`src/include/spc_pkg.sv`:
```
// Constants and types for the strobe pulse controller
package spc_pkg;
   // Register index and its APB byte address (index times four)
   localparam logic [7:0]  STROBE_CTRL_IDX  = 8'h23;
   localparam logic [7:0]  STROBE_CTRL_ADDR = {STROBE_CTRL_IDX[5:0], 2'b00};
   // Field positions of strobe_control
   localparam int          PIN_BIT          = 15;
   localparam int          HIT_BIT          = 14;
   localparam int          PULSE_EN_BIT     = 13;
   localparam int          DLY_HI           = 12;
   localparam int          DLY_LO           = 11;
   localparam int          TPS_BIT          = 10;
   localparam int          EVERY_BIT        = 9;
   localparam int          SPAN_EN_BIT      = 8;
   localparam int          LEN_HI           = 7;
   localparam int          LEN_LO           = 0;
   // Reset values
   localparam logic [7:0]  LEN_RST          = 8'h08;
   localparam logic        TPS_RST          = 1'b1;
   localparam logic        EVERY_RST        = 1'b1;
   localparam logic [1:0]  DLY_RST          = 2'h0;
   // Pulse length unit: 1024 pixel clocks
   localparam int          UNIT_CYC         = 1024;
   localparam int          UNIT_SHIFT       = $clog2(UNIT_CYC);
   localparam int          CNT_W            = 8 + UNIT_SHIFT;
   localparam logic [7:0]  LEN_MAX          = 8'hff;

   typedef enum logic [1:0] {ST_IDLE, ST_SPAN, ST_ARMED, ST_PULSE} spc_state_t;
endpackage

```
`src/include/spc_cfg_if.sv`:
```
// Bundle between the strobe controller core, frame sequencer and pulse timer
`timescale 1ns/1ps
interface spc_cfg_if;
   logic       frame_start;
   logic       ce;
   logic       pulse_en_sh;
   logic       span_en_sh;
   logic       rearm;
   logic [1:0] frame_dly;
   logic       every;
   logic       pulse_act;
   logic       span_act;
   logic       hit;
   logic       hit_new;
   logic       tmr_start;
   logic       tmr_stop;
   logic [7:0] len;
   logic       tmr_last;
   modport core (output frame_start, ce, pulse_en_sh, span_en_sh, rearm, frame_dly, every,
                 tmr_start, tmr_stop, len, input pulse_act, span_act, hit, hit_new, tmr_last);
   modport seq  (input frame_start, ce, pulse_en_sh, span_en_sh, rearm, frame_dly, every,
                 output pulse_act, span_act, hit, hit_new);
   modport tmr  (input ce, tmr_start, tmr_stop, len, output tmr_last);
endinterface // spc_cfg_if

```
`src/hw/spc_top.sv`:
```
// Strobe pulse controller top: APB register, strobe state machine, checks
`timescale 1ns/1ps
//
// Behaviour
// (RULE1) Status bit 15 reads the present level of the strobe pin.
// (RULE2) Status bit 14 shows the strobe is asserted for the current frame.
// (RULE3) Counted-pulse mode drives strobe in vertical blanking for programmed length.
// (RULE4) Software keeps integration one frame and pulse shorter than blanking.
// (RULE5) Strobe postponed by the two-bit frame delay count.
// (RULE6) Trigger point 1 starts after reset phase; 0 after readout.
// (RULE7) Repeat bit 1 strobes every frame; 0 strobes one frame only.
// (RULE8) Frame-span mode raises strobe before frame reset until readout end.
// (RULE9) Pulse length is the eight-bit field times 1024 pixel clocks.
// (RULE10) Length 0xff ends the pulse just before first row readout.
// (RULE11) Reset: length 8, trigger point and repeat 1, both enables 0.
// (RULE12) Mode enables apply at next frame start; other fields apply at once.
// (RULE13) One-shot mode strobes once, then waits for an enable rewrite.
// (RULE14) Strobe is a registered flop, low when both modes are off.
module spc_top
   import spc_pkg::*;
(
   input  wire logic        pclk,
   input  wire logic        presetn,
   input  wire logic        ce,
   input  wire logic        psel,
   input  wire logic        penable,
   input  wire logic        pwrite,
   input  wire logic [7:0]  paddr,
   input  wire logic [31:0] pwdata,
   input  wire logic [3:0]  pstrb,
   output logic      [31:0] prdata,
   output logic             pready,
   output logic             pslverr,
   input  wire logic        frame_start,
   input  wire logic        reset_end,
   input  wire logic        row_start,
   input  wire logic        readout_end,
   output logic             strobe
);
   import spc_pkg::*;

   spc_cfg_if cfg ();

   logic [31:0]      prdata_q;
   logic             pready_q;
   logic             pslverr_q;
   logic             strobe_q;
   logic             pulse_en_q;
   logic             span_en_q;
   logic [1:0]       dly_q;
   logic             tps_q;
   logic             every_q;
   logic [7:0]       len_q;
   logic             rearm_q;
   spc_state_t       state_q;
   spc_state_t       state_d;
   logic             tmr_start;
   logic             trig_evt;
   logic             len_max;
   logic             acc;
   logic             hit_ctrl;
   logic             wr_commit;
   logic [15:0]      ctrl_rd;

   spc_frame_seq u_seq
   (
      .clk   (pclk),
      .rst_n (presetn),
      .cfg   (cfg.seq)
   );

   spc_pulse_timer u_tmr
   (
      .clk   (pclk),
      .rst_n (presetn),
      .cfg   (cfg.tmr)
   );

   assign cfg.frame_start = frame_start;
   assign cfg.ce          = ce;
   assign cfg.pulse_en_sh = pulse_en_q;
   assign cfg.span_en_sh  = span_en_q;
   assign cfg.rearm       = rearm_q;
   assign cfg.frame_dly   = dly_q;
   assign cfg.every       = every_q;
   assign cfg.len         = len_q;
   assign cfg.tmr_start   = tmr_start;
   assign cfg.tmr_stop    = (state_q == ST_PULSE) && (state_d != ST_PULSE);

   // APB decode
   assign acc       = psel && penable;
   assign hit_ctrl  = (paddr == STROBE_CTRL_ADDR);
   assign wr_commit = acc && pready_q && pwrite && hit_ctrl;

   // Readback image of strobe_control
   always_comb
   begin
      ctrl_rd                   = 16'h0000;
      ctrl_rd[PIN_BIT]          = strobe_q; // RULE1
      ctrl_rd[HIT_BIT]          = cfg.hit; // RULE2
      ctrl_rd[PULSE_EN_BIT]     = pulse_en_q;
      ctrl_rd[DLY_HI:DLY_LO]    = dly_q;
      ctrl_rd[TPS_BIT]          = tps_q;
      ctrl_rd[EVERY_BIT]        = every_q;
      ctrl_rd[SPAN_EN_BIT]      = span_en_q;
      ctrl_rd[LEN_HI:LEN_LO]    = len_q;
   end

   // One wait cycle, then answer; unmapped address gives pslverr
   always_ff @(posedge pclk or negedge presetn)
   begin
      if (!presetn)
      begin
         pready_q  <= 1'b0;
         pslverr_q <= 1'b0;
         prdata_q  <= 32'h0000_0000;
      end
      else if (ce)
      begin
         if (acc && !pready_q)
         begin
            pready_q  <= 1'b1;
            pslverr_q <= !hit_ctrl;
            if (!pwrite && hit_ctrl)
               prdata_q <= {16'h0000, ctrl_rd};
            else
               prdata_q <= 32'h0000_0000;
         end
         else
         begin
            pready_q  <= 1'b0;
            pslverr_q <= 1'b0;
         end
      end
   end

   // Control fields; low byte lane holds length, high lane the options
   always_ff @(posedge pclk or negedge presetn)
   begin
      if (!presetn)
      begin
         len_q      <= LEN_RST; // RULE11
         tps_q      <= TPS_RST; // RULE11
         every_q    <= EVERY_RST; // RULE11
         dly_q      <= DLY_RST;
         pulse_en_q <= 1'b0; // RULE11
         span_en_q  <= 1'b0; // RULE11
         rearm_q    <= 1'b0;
      end
      else if (ce)
      begin
         rearm_q <= 1'b0;
         if (wr_commit && pstrb[0])
            len_q <= pwdata[LEN_HI:LEN_LO];
         if (wr_commit && pstrb[1])
         begin
            pulse_en_q <= pwdata[PULSE_EN_BIT];
            dly_q      <= pwdata[DLY_HI:DLY_LO];
            tps_q      <= pwdata[TPS_BIT];
            every_q    <= pwdata[EVERY_BIT];
            span_en_q  <= pwdata[SPAN_EN_BIT];
            rearm_q    <= pwdata[PULSE_EN_BIT] | pwdata[SPAN_EN_BIT]; // RULE13
         end
      end
   end

   // Trigger point of the counted pulse
   assign trig_evt = tps_q ? reset_end : readout_end; // RULE6
   assign len_max  = (len_q == LEN_MAX);

   always_comb
   begin
      state_d   = state_q;
      tmr_start = 1'b0;
      case (state_q)
         ST_IDLE:
         begin
            if (cfg.hit_new && cfg.span_act)
               state_d = ST_SPAN; // RULE8
            else if (cfg.hit_new && cfg.pulse_act && len_q != 8'h00)
               state_d = ST_ARMED; // RULE3
         end
         ST_SPAN:
         begin
            if (readout_end)
               state_d = ST_IDLE; // RULE8
         end
         ST_ARMED:
         begin
            if (trig_evt)
            begin
               state_d   = ST_PULSE; // RULE6
               tmr_start = 1'b1;
            end
         end
         ST_PULSE:
         begin
            if (len_max ? row_start : cfg.tmr_last)
               state_d = ST_IDLE; // RULE9 RULE10
         end
         default:
            state_d = ST_IDLE;
      endcase
      // Both modes off forces the pin low
      if (!cfg.pulse_act && !cfg.span_act)
         state_d = ST_IDLE; // RULE14
   end

   always_ff @(posedge pclk or negedge presetn)
   begin
      if (!presetn)
         state_q <= ST_IDLE;
      else if (ce)
         state_q <= state_d;
   end

   always_ff @(posedge pclk or negedge presetn)
   begin
      if (!presetn)
         strobe_q <= 1'b0;
      else if (ce)
         strobe_q <= (state_d == ST_SPAN) || (state_d == ST_PULSE); // RULE14 RULE3
   end

   assign prdata  = prdata_q;
   assign pready  = pready_q;
   assign pslverr = pslverr_q;
   assign strobe  = strobe_q;

   // Helper: cycles spent in the pulse and length at its start
   logic [CNT_W-1:0] run_q;
   logic [7:0]       len_start_q;

   always_ff @(posedge pclk or negedge presetn)
   begin
      if (!presetn)
      begin
         run_q       <= '0;
         len_start_q <= 8'h00;
      end
      else if (ce)
      begin
         if (state_q == ST_PULSE)
            run_q <= run_q + 1'b1;
         else
            run_q <= '0;
         if (tmr_start)
            len_start_q <= len_q;
      end
   end

   a_status_pin_bit: assert property (@(posedge pclk) disable iff (!presetn) // RULE1
      ce && acc && !pready_q && !pwrite && hit_ctrl |=> prdata_q[PIN_BIT] == $past(strobe_q))
      else $error("status pin bit differs from strobe");

   a_status_hit_bit: assert property (@(posedge pclk) disable iff (!presetn) // RULE2
      ce && acc && !pready_q && !pwrite && hit_ctrl |=> prdata_q[HIT_BIT] == $past(cfg.hit))
      else $error("triggered bit differs from frame hit");

   a_pulse_trigger_start: assert property (@(posedge pclk) disable iff (!presetn) // RULE6
      ce && state_q == ST_ARMED && trig_evt && (cfg.pulse_act || cfg.span_act) |=> strobe_q)
      else $error("pulse did not start at trigger point");

   a_pulse_exact_len: assert property (@(posedge pclk) disable iff (!presetn) // RULE9
      ce && state_q == ST_PULSE && cfg.tmr_last && !len_max && (cfg.pulse_act || cfg.span_act)
      |-> CNT_W'(run_q + 1'b1) == {len_start_q, {UNIT_SHIFT{1'b0}}})
      else $error("pulse length not length times 1024");

   a_span_hold_high: assert property (@(posedge pclk) disable iff (!presetn) // RULE8
      ce && state_q == ST_SPAN && !readout_end && cfg.span_act |=> strobe_q)
      else $error("frame span strobe dropped early");

   a_span_end_low: assert property (@(posedge pclk) disable iff (!presetn) // RULE8
      ce && state_q == ST_SPAN && readout_end |=> !strobe_q)
      else $error("frame span strobe not released at readout end");

   a_off_drives_low: assert property (@(posedge pclk) disable iff (!presetn) // RULE14
      ce && !cfg.pulse_act && !cfg.span_act |=> !strobe_q)
      else $error("strobe high with both modes off");

   a_enable_frame_sync: assert property (@(posedge pclk) disable iff (!presetn) // RULE12
      !(ce && frame_start) |=> $stable(cfg.pulse_act) && $stable(cfg.span_act))
      else $error("mode enable changed outside frame start");

   a_max_len_truncate: assert property (@(posedge pclk) disable iff (!presetn) // RULE10
      ce && state_q == ST_PULSE && len_max && row_start |=> !strobe_q)
      else $error("maximum pulse not ended at first row");

   a_one_shot_once: assert property (@(posedge pclk) disable iff (!presetn) // RULE7
      ce && cfg.hit_new && !$past(every_q) && !$past(rearm_q) |-> !u_seq.armed_q)
      else $error("one-shot mode left armed after its strobe");

   // Strobe state machine checks
   a_zero_len_idle: assert property (@(posedge pclk) disable iff (!presetn) // RULE3
      ce && state_q == ST_IDLE && cfg.hit_new && !cfg.span_act && len_q == 8'h00 |=> !strobe_q)
      else $error("zero length pulse drove strobe");

   a_armed_waits: assert property (@(posedge pclk) disable iff (!presetn) // RULE6
      ce && state_q == ST_ARMED && !trig_evt |=> !strobe_q)
      else $error("pulse started before trigger point");

   a_idle_stays_low: assert property (@(posedge pclk) disable iff (!presetn) // RULE6
      ce && state_q == ST_IDLE && !cfg.hit_new |=> !strobe_q)
      else $error("strobe rose without a selected frame");

   a_span_start_high: assert property (@(posedge pclk) disable iff (!presetn) // RULE8
      ce && state_q == ST_IDLE && cfg.hit_new && cfg.span_act |=> strobe_q)
      else $error("frame span strobe did not rise");

   a_pulse_holds_high: assert property (@(posedge pclk) disable iff (!presetn) // RULE9
      ce && state_q == ST_PULSE && !len_max && !cfg.tmr_last && cfg.pulse_act |=> strobe_q)
      else $error("counted pulse dropped before its count");

   // Register bus checks
   a_apb_one_wait: assert property (@(posedge pclk) disable iff (!presetn)
      ce && acc && !pready_q |=> pready_q)
      else $error("ready not given after one wait cycle");

   a_pready_single: assert property (@(posedge pclk) disable iff (!presetn)
      ce && pready_q |=> !pready_q)
      else $error("ready held longer than one cycle");

   a_unmapped_error: assert property (@(posedge pclk) disable iff (!presetn)
      ce && acc && !pready_q && !hit_ctrl |=> pslverr_q && prdata_q == 32'h0000_0000)
      else $error("unmapped access not answered with error");

   a_len_write_now: assert property (@(posedge pclk) disable iff (!presetn) // RULE12
      ce && wr_commit && pstrb[0] |=> len_q == $past(pwdata[LEN_HI:LEN_LO]))
      else $error("length write did not apply at once");

   c_span_frame: cover property (@(posedge pclk) disable iff (!presetn)
      state_q == ST_SPAN ##1 state_q == ST_IDLE);

   c_pulse_done: cover property (@(posedge pclk) disable iff (!presetn)
      state_q == ST_PULSE && cfg.tmr_last);

   c_max_truncate: cover property (@(posedge pclk) disable iff (!presetn)
      state_q == ST_PULSE && len_max && row_start);

   c_unmapped_err: cover property (@(posedge pclk) disable iff (!presetn)
      pready_q && pslverr_q);

   c_one_shot: cover property (@(posedge pclk) disable iff (!presetn)
      cfg.hit_new && !every_q);

endmodule // spc_top

```
`src/hw/spc_pulse_timer.sv`:
```
// Counted pulse timer in units of 1024 pixel clocks
`timescale 1ns/1ps
module spc_pulse_timer
   import spc_pkg::*;
(
   input  wire logic clk,
   input  wire logic rst_n,
   spc_cfg_if.tmr    cfg
);
   logic [CNT_W-1:0] cnt_q;

   always_ff @(posedge clk or negedge rst_n)
   begin
      if (!rst_n)
         cnt_q <= '0;
      else if (cfg.ce)
      begin
         if (cfg.tmr_start)
            cnt_q <= {cfg.len, {UNIT_SHIFT{1'b0}}}; // RULE9
         else if (cfg.tmr_stop)
            cnt_q <= '0;
         else if (cnt_q != '0)
            cnt_q <= cnt_q - 1'b1;
      end
   end

   assign cfg.tmr_last = (cnt_q == CNT_W'(1));
endmodule // spc_pulse_timer

```
`src/hw/spc_frame_seq.sv`:
```
// Frame sequencer: frame-synchronised mode enables, frame delay, one-shot arming
`timescale 1ns/1ps
module spc_frame_seq
   import spc_pkg::*;
(
   input  wire logic clk,
   input  wire logic rst_n,
   spc_cfg_if.seq    cfg
);
   logic       armed_q;
   logic [1:0] dly_q;
   logic       pulse_act_q;
   logic       span_act_q;
   logic       hit_q;
   logic       hit_new_q;
   logic       any_en;

   assign any_en = cfg.pulse_en_sh | cfg.span_en_sh;

   always_ff @(posedge clk or negedge rst_n)
   begin
      if (!rst_n)
      begin
         armed_q     <= 1'b0;
         dly_q       <= DLY_RST;
         pulse_act_q <= 1'b0;
         span_act_q  <= 1'b0;
         hit_q       <= 1'b0;
         hit_new_q   <= 1'b0;
      end
      else if (cfg.ce)
      begin
         hit_new_q <= 1'b0;
         if (cfg.frame_start)
         begin
            pulse_act_q <= cfg.pulse_en_sh; // RULE12
            span_act_q  <= cfg.span_en_sh; // RULE12
            hit_q       <= 1'b0;
            if (any_en && armed_q)
            begin
               if (dly_q == 2'h0)
               begin
                  hit_q     <= 1'b1;
                  hit_new_q <= 1'b1;
                  armed_q   <= cfg.every; // RULE7 RULE13
               end
               else
                  dly_q <= dly_q - 2'h1; // RULE5
            end
         end
         // Re-arm wins over the one-shot clear
         if (cfg.rearm)
         begin
            armed_q <= 1'b1; // RULE13
            dly_q   <= cfg.frame_dly; // RULE5
         end
      end
   end

   assign cfg.pulse_act = pulse_act_q;
   assign cfg.span_act  = span_act_q;
   assign cfg.hit       = hit_q;
   assign cfg.hit_new   = hit_new_q;
endmodule // spc_frame_seq

```
`config.mk`:
```
export PLATFORM = sky130hd
export DESIGN_NAME = spc_top
export DESIGN_NICKNAME = d
export VERILOG_FILES = /design/src/include/spc_pkg.sv /design/src/include/spc_cfg_if.sv /design/src/hw/spc_top.sv /design/src/hw/spc_pulse_timer.sv /design/src/hw/spc_frame_seq.sv
export SDC_FILE = /design/constraint.sdc
export NUM_CORES = 1
export LEC_CHECK = 0
export ABC_AREA = 0
export BUFFER_PORTS_ARGS = -buffer_cell sky130_fd_sc_hd__buf_2
export CAP_MARGIN = 20
export CORE_MARGIN = 3
export CORE_UTILIZATION = 41
export DETAILED_ROUTE_END_ITERATION = 8
export GPL_TIMING_DRIVEN = 0
export MAX_ROUTING_LAYER = met4
export PLACE_DENSITY_LB_ADDON = 0.08
export SYNTH_ARGS = -nofsm -noshare
export SYNTH_HDL_FRONTEND = slang
export SYNTH_HIERARCHICAL = 1
export SYNTH_SLANG_ARGS = --single-unit
export TNS_END_PERCENT = 20
```
`constraint.sdc`:
```
create_clock -name pclk -period 2.9 [get_ports pclk]
set_input_delay 0.29 -clock pclk [delete_from_list [all_inputs] [get_ports pclk]]
set_output_delay 0.29 -clock pclk [all_outputs]
set_load 0.02 [all_outputs]
```
Word-level counts from Yosys, hierarchy flattened. Index checks and enable logic that the tools add are counted.

Input bits: 54. Word-level logic and storage cells: 97. Output and inout port bits: 35. Flip-flop bits (word level): 77.

Reduce and logical (&&, ||, !) cells: 35. Eq/ne operators: 10. Add/subtract/negate cells: 2. Bitwise operators: 2. Muxes and demuxes: 29.

Operators by type and width (number): two-way mux 18 bit (3); two-way mux 2 bit (10); == test 18 x 1 -> 1 bit, second input constant (1); nonzero test 18 bit (1); subtractor 18 x 1 -> 18 bit, second input constant (1); == test 8 bit, second input constant (2); two-way mux 16 bit (1); logical AND 1 bit (14); two-way mux 1 bit (14); AND reduction 2 bit (5); one-hot mux 2 bit (4 select lines) (1); AND reduction 4 bit (2); nonzero test 8 bit (1); == test 2 bit, second input constant (3); nonzero test 2 bit (3); zero test 1 bit (5); == test 2 x 1 -> 1 bit, second input constant (2); zero test 2 bit (2); inequality test 2 bit, second input constant (2); nonzero test 3 bit (1); bitwise OR 1 bit (2); subtractor 2 x 1 -> 2 bit, second input constant (1); logical OR 1 bit (1).

Logic depth before layout (Yosys ltp). Gate-level depths: netlist of run 1.

Word-level depth: 10. Gate-level depth with buffers: 11. Gate-level depth less buffers: 10.

Hierarchy. The synthesis of run 1 kept the hierarchy.

By module, submodules not included: spc_top (area an instance 1629.1 µm², instances 1, seq. area each 879.6 µm², cells each 129); spc_pulse_timer (area an instance 1315.0 µm², instances 1, seq. area each 450.4 µm², cells each 138); spc_frame_seq (area an instance 357.8 µm², instances 1, seq. area each 175.2 µm², cells each 34).

Worst setup path before layout of run 1. OpenSTA, ideal clock, no wires.

Path type: reg2reg. Start point: register len_q[3], in the netlist cfg.len[3]. End point: register u_tmr.cnt_q[0]. Stages on the path, launching flop included: 9. Arrival: 2297 ps. Period minus slack after synthesis: 2422 ps. Path buffers: 0. Library setup time: 125 ps. Required time: 2775 ps. Slack: 478 ps. Cell sequence: dfstp_2 nand4_1 nor2_1 mux2_2 o21ba_2 nor2_1 nand4b_2 o311a_4 mux2_4.

Longest elaborated chain between the ends: 10. Elaborated cells between the ends (all ways): 15. Classes of those cells: eq/ne: 2; mux: 8; reduce/logical: 5.

RTL lines: start: declaration (RTL line spc_top.sv:53) `logic [7:0] len_q;`; start signal: assignment (RTL line spc_top.sv:154) `len_q <= pwdata[LEN_HI:LEN_LO];`; nonzero test 8 bit (RTL line spc_top.sv:180) `else if (cfg.hit_new && cfg.pulse_act && len_q != 8'h00)`; logical AND 1 bit (RTL line spc_top.sv:180); two-way mux 2 bit (RTL line spc_top.sv:180); two-way mux 2 bit (RTL line spc_top.sv:178) `if (cfg.hit_new && cfg.span_act)`; one-hot mux 2 bit (4 select lines) * (RTL line spc_top.sv:175) `case (state_q)`; two-way mux 2 bit * (RTL line spc_top.sv:205) `if (!cfg.pulse_act && !cfg.span_act)`; inequality test 2 bit * (RTL line spc_top.sv:88) `assign cfg.tmr_stop = (state_q == ST_PULSE) && (state_d != ST_PULSE);`; logical AND 1 bit * (RTL line spc_top.sv:88); net cfg.tmr_stop (RTL line spc_cfg_if.sv:16) `logic tmr_stop;`; nonzero test 3 bit (no source line) / two-way mux 18 bit (equally long branches); AND reduction 2 bit (no source line) / two-way mux 18 bit (equally long branches); end signal: assignment (RTL line spc_pulse_timer.sv:19) `cnt_q <= {cfg.len, {UNIT_SHIFT{1'b0}}};`; end signal: assignment (RTL line spc_pulse_timer.sv:23) `cnt_q <= cnt_q - 1'b1;`; end: declaration (RTL line spc_pulse_timer.sv:10) `logic [CNT_W-1:0] cnt_q;`.

Mark *: on every way through the listed nets, which the timed path passes. The rest lies on a longest branch. A chain may end at the register's enable or synchronous reset.

Worst setup path after layout of run 1. Same ends and word-level chain as after synthesis.

==> results.sh, run 1 <==
export IMPL_nets=437
export IMPL_pwr_share_clk=0.353
export IMPL_required_ns=3.13
export IMPL_period_share=0.943
export IMPL_first_global_vias=2582
export IMPL_antenna_cells=0
export IMPL_ys_warn_count=6
export IMPL_combPwrFrac=0.187
export IMPL_grt_usage=0.189
export IMPL_rsz0062_at_grt="yes"
export IMPL_yosysTopAreaCellShare=0.432
export IMPL_vias_per_cell=5.49
export IMPL_place_congestion=0.823
export IMPL_antenna_found_initial=0
export IMPL_io_pins=89
export IMPL_dp_slack_ns=0.114
export IMPL_hold_viol=0
export IMPL_startpoint_type="register"
export IMPL_status="completed"
export IMPL_worst_pin_slew_ns=0.554
export IMPL_rows=32
export IMPL_path_class="reg -> reg"
export IMPL_cts_tree="built"
export IMPL_cts_sinks=60
export IMPL_synth_largest_area_cell="dfrtp_1"
export IMPL_grt_pass1_wl_mm=13.0
export IMPL_netlist_area_um2=3300
export IMPL_power_density_nw_per_um2=549
export IMPL_met1_length_mm=3.61
export IMPL_synth_seq_cells=60
export IMPL_fill_cells=719
export IMPL_post_drt_wl_per_cell_um=16.0
export IMPL_final_cell_mix="buf_2 (57), dfrtp_1 (57), a22o_1 (22), nand2_1 (20), mux2_2 (18)"
export IMPL_fin_crit_ns=2.74
export IMPL_drtIter0Drc=102
export IMPL_setup_ws_ns=0.165
export IMPL_fp_dieH_um=95.7
export IMPL_synth_enable_flop_cells=0
export IMPL_skew_ns=0.0109
export IMPL_top_layer_used="met4"
export IMPL_grt_overflow=0
export IMPL_antenna_left=0
export IMPL_clk_pin_slew_worst_paths_ns=0.08
export IMPL_cts_buffers=9
export IMPL_grt_start_max_net_pins=39
export IMPL_ys_types=65
export IMPL_syn_to_final_growth_pct=20.3
export IMPL_switching_share=0.318
export IMPL_drt_pass1_iterations=4
export IMPL_ir_drop_mv=0.219
export IMPL_ys_seq_area_frac=0.456
export IMPL_leakage_nw=1.85
export IMPL_p_seq_frac=0.460
export IMPL_max_cap_violations=0
export IMPL_ys_flop_type="dfrtp_1"
export IMPL_p_sw_mw=0.694
export IMPL_drc=0
export IMPL_post_dp_hpwl_mm=5.72
export IMPL_synthCells=301
export IMPL_portBuffers=52
export IMPL_clock_latency_ns=0.34
export IMPL_start_util=0.425
export IMPL_cts_buffer_depth=2
export IMPL_dieArea_um2=9170
export IMPL_drive_above_1_share=0.361
export IMPL_via_count=2672
export IMPL_dr_wl_met3_um=380
export IMPL_intPower_mw=1.49
export IMPL_die_w_um=95.7
export IMPL_async_flop_share=1.00
export IMPL_hp_class="in -> reg"
export IMPL_fin_setup_tns_ns=0
export IMPL_end_kind="register"
export IMPL_synth_avg_cell_area_um2=11.0
export IMPL_synthTopCellsByArea="dfrtp_1 (43%), mux2_2 (6.1%), a22o_1 (5.8%), buf_4 (3.6%), o211ai_1 (2.5%)"
export IMPL_post_cts_setup_buffer_count=0
export IMPL_critPathArrivalTime_ns=2.96
export IMPL_htree_levels=3
export IMPL_core_area_um2=7770
export IMPL_setup_viol=0
export IMPL_totalWireLength_mm=7.78
export IMPL_wl_met2_mm=3.67
export IMPL_root_buffer="clkbuf_8"
export IMPL_slew_headroom=0.631
export IMPL_slew_viol_final=0
export IMPL_timing_fmax_mhz=366
export IMPL_crit_fanout=7
-- critical path, stage by stage, from the launching register on --
cell	delay, ns
dfstp_2	0.58
nand4_1	0.11
nor2_1	0.12
mux2_2	0.36
o21ba_2	0.21
nor2_1	0.33
nand4b_2	0.22
o311a_4	0.44
mux2_4	0.27
-- power groups by stage --
stage / Combinational [mW] / Sequential, mW / Clock, mW
after global routing: 0.456 / 1.02 / 0.827
after CTS: 0.411 / 1.00 / 0.789
after global placement: 0.403 / 1.02 / 0
final: 0.408 / 1.00 / 0.769
after detailed placement: 0.408 / 1.02 / 0
after floorplan: 0.304 / 1.00 / 0
-- cells by family after synthesis --
group / after synthesis / share of synthesized area
and+or+nand+nor: 91 / 0.187
AOI/OAI and AO/OA: 85 / 0.202
DFF: 60 / 0.456
buffers and inverters: 40 / 0.0701
muxes: 21 / 0.0720
adders and majority gates: 3 / 0.0114
other: 1 / 0.00114
-- synthesized netlist by cell type, types with 3 or more instances --
master and instances:
o211ai_1 11, a31oi_1 6, ha_1 3, buf_2 5
a21oi_1 4, nor2_1 16, nor3_1 7, or4_1 3
nand4_1 3, dfstp_2 3, dfrtp_1 57, nor4_4 3
or2_2 3, inv_1 11, nand2_1 20, buf_4 16
a22o_1 22, clkbuf_1 5, mux2_2 18, nor4_1 4
o22ai_1 4, o21ai_0 11, or3_1 4, o221ai_1 4
nor2b_1 4
-- final timing paths --
kind                                           start                      endpoint  slack (ns)  depth (start not counted)
min in group asynchronous                    presetn        cfg.len[2]$_DFFE_PN0P_        0.47                          2
hold reg to reg            u_seq/cfg.hit$_DFFE_PN0P_     u_seq/cfg.hit$_DFFE_PN0P_        0.48                          1
setup / recovery              cfg.len[3]$_DFFE_PN1P_    u_tmr/cnt_q[0]$_DFFE_PN0P_        0.16                          8
hold / removal                            pwdata[11]  cfg.frame_dly[0]$_DFFE_PN0P_        0.18                          2
setup reg to reg              cfg.len[3]$_DFFE_PN1P_    u_tmr/cnt_q[0]$_DFFE_PN0P_        0.16                          8
max in group asynchronous                    presetn             tps_q$_DFFE_PN1P_        1.77                          3
-- cell type report --
class | count | area (um^2) | area share
well taps | 102 | 128 | 0.0321
clock inverters | 7 | 76.3 | 0.0192
clock buffers | 9 | 124 | 0.0312
inverters | 12 | 45.0 | 0.0113
plain buffers | 27 | 183 | 0.0460
flip-flops and latches | 60 | 1510 | 0.379
repair buffers | 54 | 290 | 0.0731
multi-input cells | 216 | 1620 | 0.408
-- layer usage --
metal,up-vias,track usage
met1,1307,0.257
met4,0,0.0794
li1,1275,-
met2,76,0.279
met5,-,-
met3,14,0.0321
-- registers in the layout, summed over array words and instances (netlist names) --
| signal | cells |
|---|---|
| cfg.frame_dly | 2 |
| cfg.span_en_sh | 1 |
| cfg.len | 8 |
| pready | 1 |
| cfg.rearm | 1 |
| strobe | 1 |
| cfg.pulse_en_sh | 1 |
| u_seq/cfg.hit_new | 1 |
| cfg.every | 1 |
| pslverr | 1 |
| u_seq/dly_q | 2 |
| prdata | 16 |
| u_tmr/cnt_q | 18 |
| tps_q | 1 |
| state_q | 1 |
| u_seq/cfg.pulse_act | 1 |
| u_seq/armed_q | 1 |
| u_seq/cfg.span_act | 1 |
| u_seq/cfg.hit | 1 |
-- repair_timing --
action                                  4_1_cts  5_1_grt
hold buffers                                  1        0
endpoints found under the setup margin        0        9
gates resized for setup                       0        1
hold endpoints to repair                     21        0
-- metrics by stage --
step	instances	utilization	total power, mW	hold WS [ns]	area, um^2
final	487	0.511	2.18	0.182	3970
after CTS	488	0.512	2.20	0.165	3980
after floorplan	316	-	1.31	-0.00559	3360
after global routing	487	0.511	2.30	0.172	3970
after detailed placement	471	0.485	1.43	0.307	3770
after global placement	470	0.482	1.42	0.465	3750
Note: power is estimated with default switching activity, not from simulation.
==> run 2, diff against run 1 <==
Clock period 2.9 ns to 2.4 ns, I/O delays scaled along.
==> run 2 against run 1 <==
Final area rose by 2.9%. Routed wire length up 4.2%. Clock-buffer cell count increased by 3. Maximum frequency increased by 16%. Critical endpoint unchanged.
==> results.sh, run 2 (synthesis results as in run 1) <==
export IMPL_status="completed"
export IMPL_p_seq_frac=0.463
export IMPL_worst_pin_slew_ns=0.581
export IMPL_hp_class="in -> reg"
export IMPL_root_buffer="clkbuf_8"
export IMPL_power_density_nw_per_um2=647
export IMPL_top_register="u_tmr/cnt_q"
export IMPL_first_global_vias=2709
export IMPL_pwr_share_clk=0.344
export IMPL_clock_latency_ns=0.34
export IMPL_rows=32
export IMPL_nets=442
export IMPL_intPower_mw=1.83
export IMPL_leakage_nw=1.97
export IMPL_grt_start_max_net_pins=37
export IMPL_via_count=2686
export IMPL_path_class="reg -> reg"
export IMPL_drt_pass1_iterations=4
export IMPL_dieArea_um2=9170
export IMPL_antenna_left=0
export IMPL_final_cell_mix="buf_2 (56), dfrtp_1 (56), a22o_1 (22), nand2_1 (20), buf_4 (20)"
export IMPL_switching_share=0.309
export IMPL_portBuffers=52
export IMPL_fin_util=0.526
export IMPL_timing_fmax_mhz=423
export IMPL_startpoint_type="register"
export IMPL_p_sw_mw=0.816
export IMPL_post_drt_wl_per_cell_um=16.5
export IMPL_skew_ns=0.00829
export IMPL_syn_to_final_growth_pct=23.8
export IMPL_place_area_um2=3770
export IMPL_dp_cells=471
export IMPL_vias_per_cell=5.46
export IMPL_die_w_um=95.7
export IMPL_cts_tree="built"
export IMPL_io_pins=89
export IMPL_drc=0
export IMPL_end_kind="register"
export IMPL_setup_viol=0
export IMPL_cts_sinks=60
export IMPL_critPathArrivalTime_ns=2.59
export IMPL_fp_dieH_um=95.7
export IMPL_crit_fanout=7
export IMPL_required_ns=2.63
export IMPL_start_util=0.425
export IMPL_drtIter0Drc=127
export IMPL_antenna_found_initial=0
export IMPL_grt_pass1_wl_mm=13.7
export IMPL_antenna_cells=0
export IMPL_combPwrFrac=0.194
export IMPL_clk_pin_slew_worst_paths_ns=0.07
export IMPL_ir_drop_mv=0.243
export IMPL_fin_crit_ns=2.36
export IMPL_whs_ns=0.133
export IMPL_core_area_um2=7770
export IMPL_rsz0062_at_grt="yes"
export IMPL_drive_above_1_share=0.385
export IMPL_place_congestion=0.859
export IMPL_htree_levels=3
export IMPL_cts_buffer_depth=2
export IMPL_grt_usage=0.200
export IMPL_grt_overflow=0
export IMPL_hold_viol=0
export IMPL_largest_register_ffs=18
export IMPL_post_dp_hpwl_mm=5.86
export IMPL_period_share=0.984
export IMPL_final_cell_area_um2=4090
export IMPL_slew_headroom=0.612
export IMPL_totalWireLength_mm=8.11
export IMPL_cts_buffers=9
export IMPL_instances_no_fill=492
export IMPL_slew_viol_final=0
export IMPL_max_cap_violations=0
[run 2: cell type report]
cell class | count | area, um^2
multi-input cells | 216 | 1690
repair buffers | 58 | 320
inverters | 12 | 45.0
fillers | 736 | 3680
flip-flops and latches | 60 | 1510
clock buffers | 12 | 145
clock inverters | 4 | 48.8
well taps | 102 | 128
plain buffers | 28 | 208
[run 2: path summary, 6_finish.rpt]
kind	startpoint	end	slack, ns	cells after the start
min	pwdata[12]	cfg.frame_dly[1]$_DFFE_PN0P_	0.13	2
max in group asynchronous	presetn	cfg.every$_DFFE_PN1P_	1.31	3
min in group asynchronous	presetn	pslverr$_DFFE_PN0P_	0.43	2
max	cfg.len[3]$_DFFE_PN1P_	u_tmr/cnt_q[0]$_DFFE_PN0P_	0.04	8
min reg2reg	u_seq/cfg.hit$_DFFE_PN0P_	u_seq/cfg.hit$_DFFE_PN0P_	0.50	1
max reg2reg	cfg.len[3]$_DFFE_PN1P_	u_tmr/cnt_q[0]$_DFFE_PN0P_	0.04	8
[run 2: worst max-delay path, stage by stage (launching register included)]
cell and delay [ns]:
dfstp_2 0.54, nand4_1 0.11, nor2_2 0.12, mux2_4 0.32
o21ba_4 0.21, nor2_4 0.16, nand4b_4 0.14, o311a_4 0.39
mux2_4 0.27
[run 2: timing repair]
item | CTS | global route
setup buffers | 4 | 0
gates cloned | 0 | 0
endpoints found under the hold margin | 23 | 0
endpoints found under the setup margin | 17 | 17
hold buffers | 1 | 0
resized for setup | 17 | 5
pin swaps | 6 | 2
[run 2: power by group through the flow]
| stage | combinational, mW | clock, mW | sequential [mW] |
|---|---|---|---|
| detailed placement | 0.494 | 0 | 1.23 |
| global route | 0.571 | 0.985 | 1.23 |
| finish | 0.511 | 0.909 | 1.22 |
| floorplan | 0.367 | 0 | 1.21 |
| CTS | 0.505 | 0.934 | 1.21 |
| global placement | 0.490 | 0 | 1.23 |
[run 2: through the flow]
stage | setup TNS (ns) | setup WS, ns | power (mW)
after floorplan | 0 | 0.0480 | 1.58
after global placement | -4.13 | -0.372 | 1.72
after detailed placement | -4.21 | -0.377 | 1.72
after CTS | 0 | 0.0118 | 2.65
after global routing | -0.944 | -0.102 | 2.79
final | 0 | 0.0382 | 2.64
[run 2: routing by layer]
| layer | wire length [um] | track usage | up-vias |
|---|---|---|---|
| li1 | - | - | 1282 |
| met1 | 3740 | 0.262 | 1322 |
| met2 | 3910 | 0.312 | 70 |
| met3 | 365 | 0.0485 | 12 |
| met4 | 89 | 0.0557 | 0 |
| met5 | 0 | - | - |
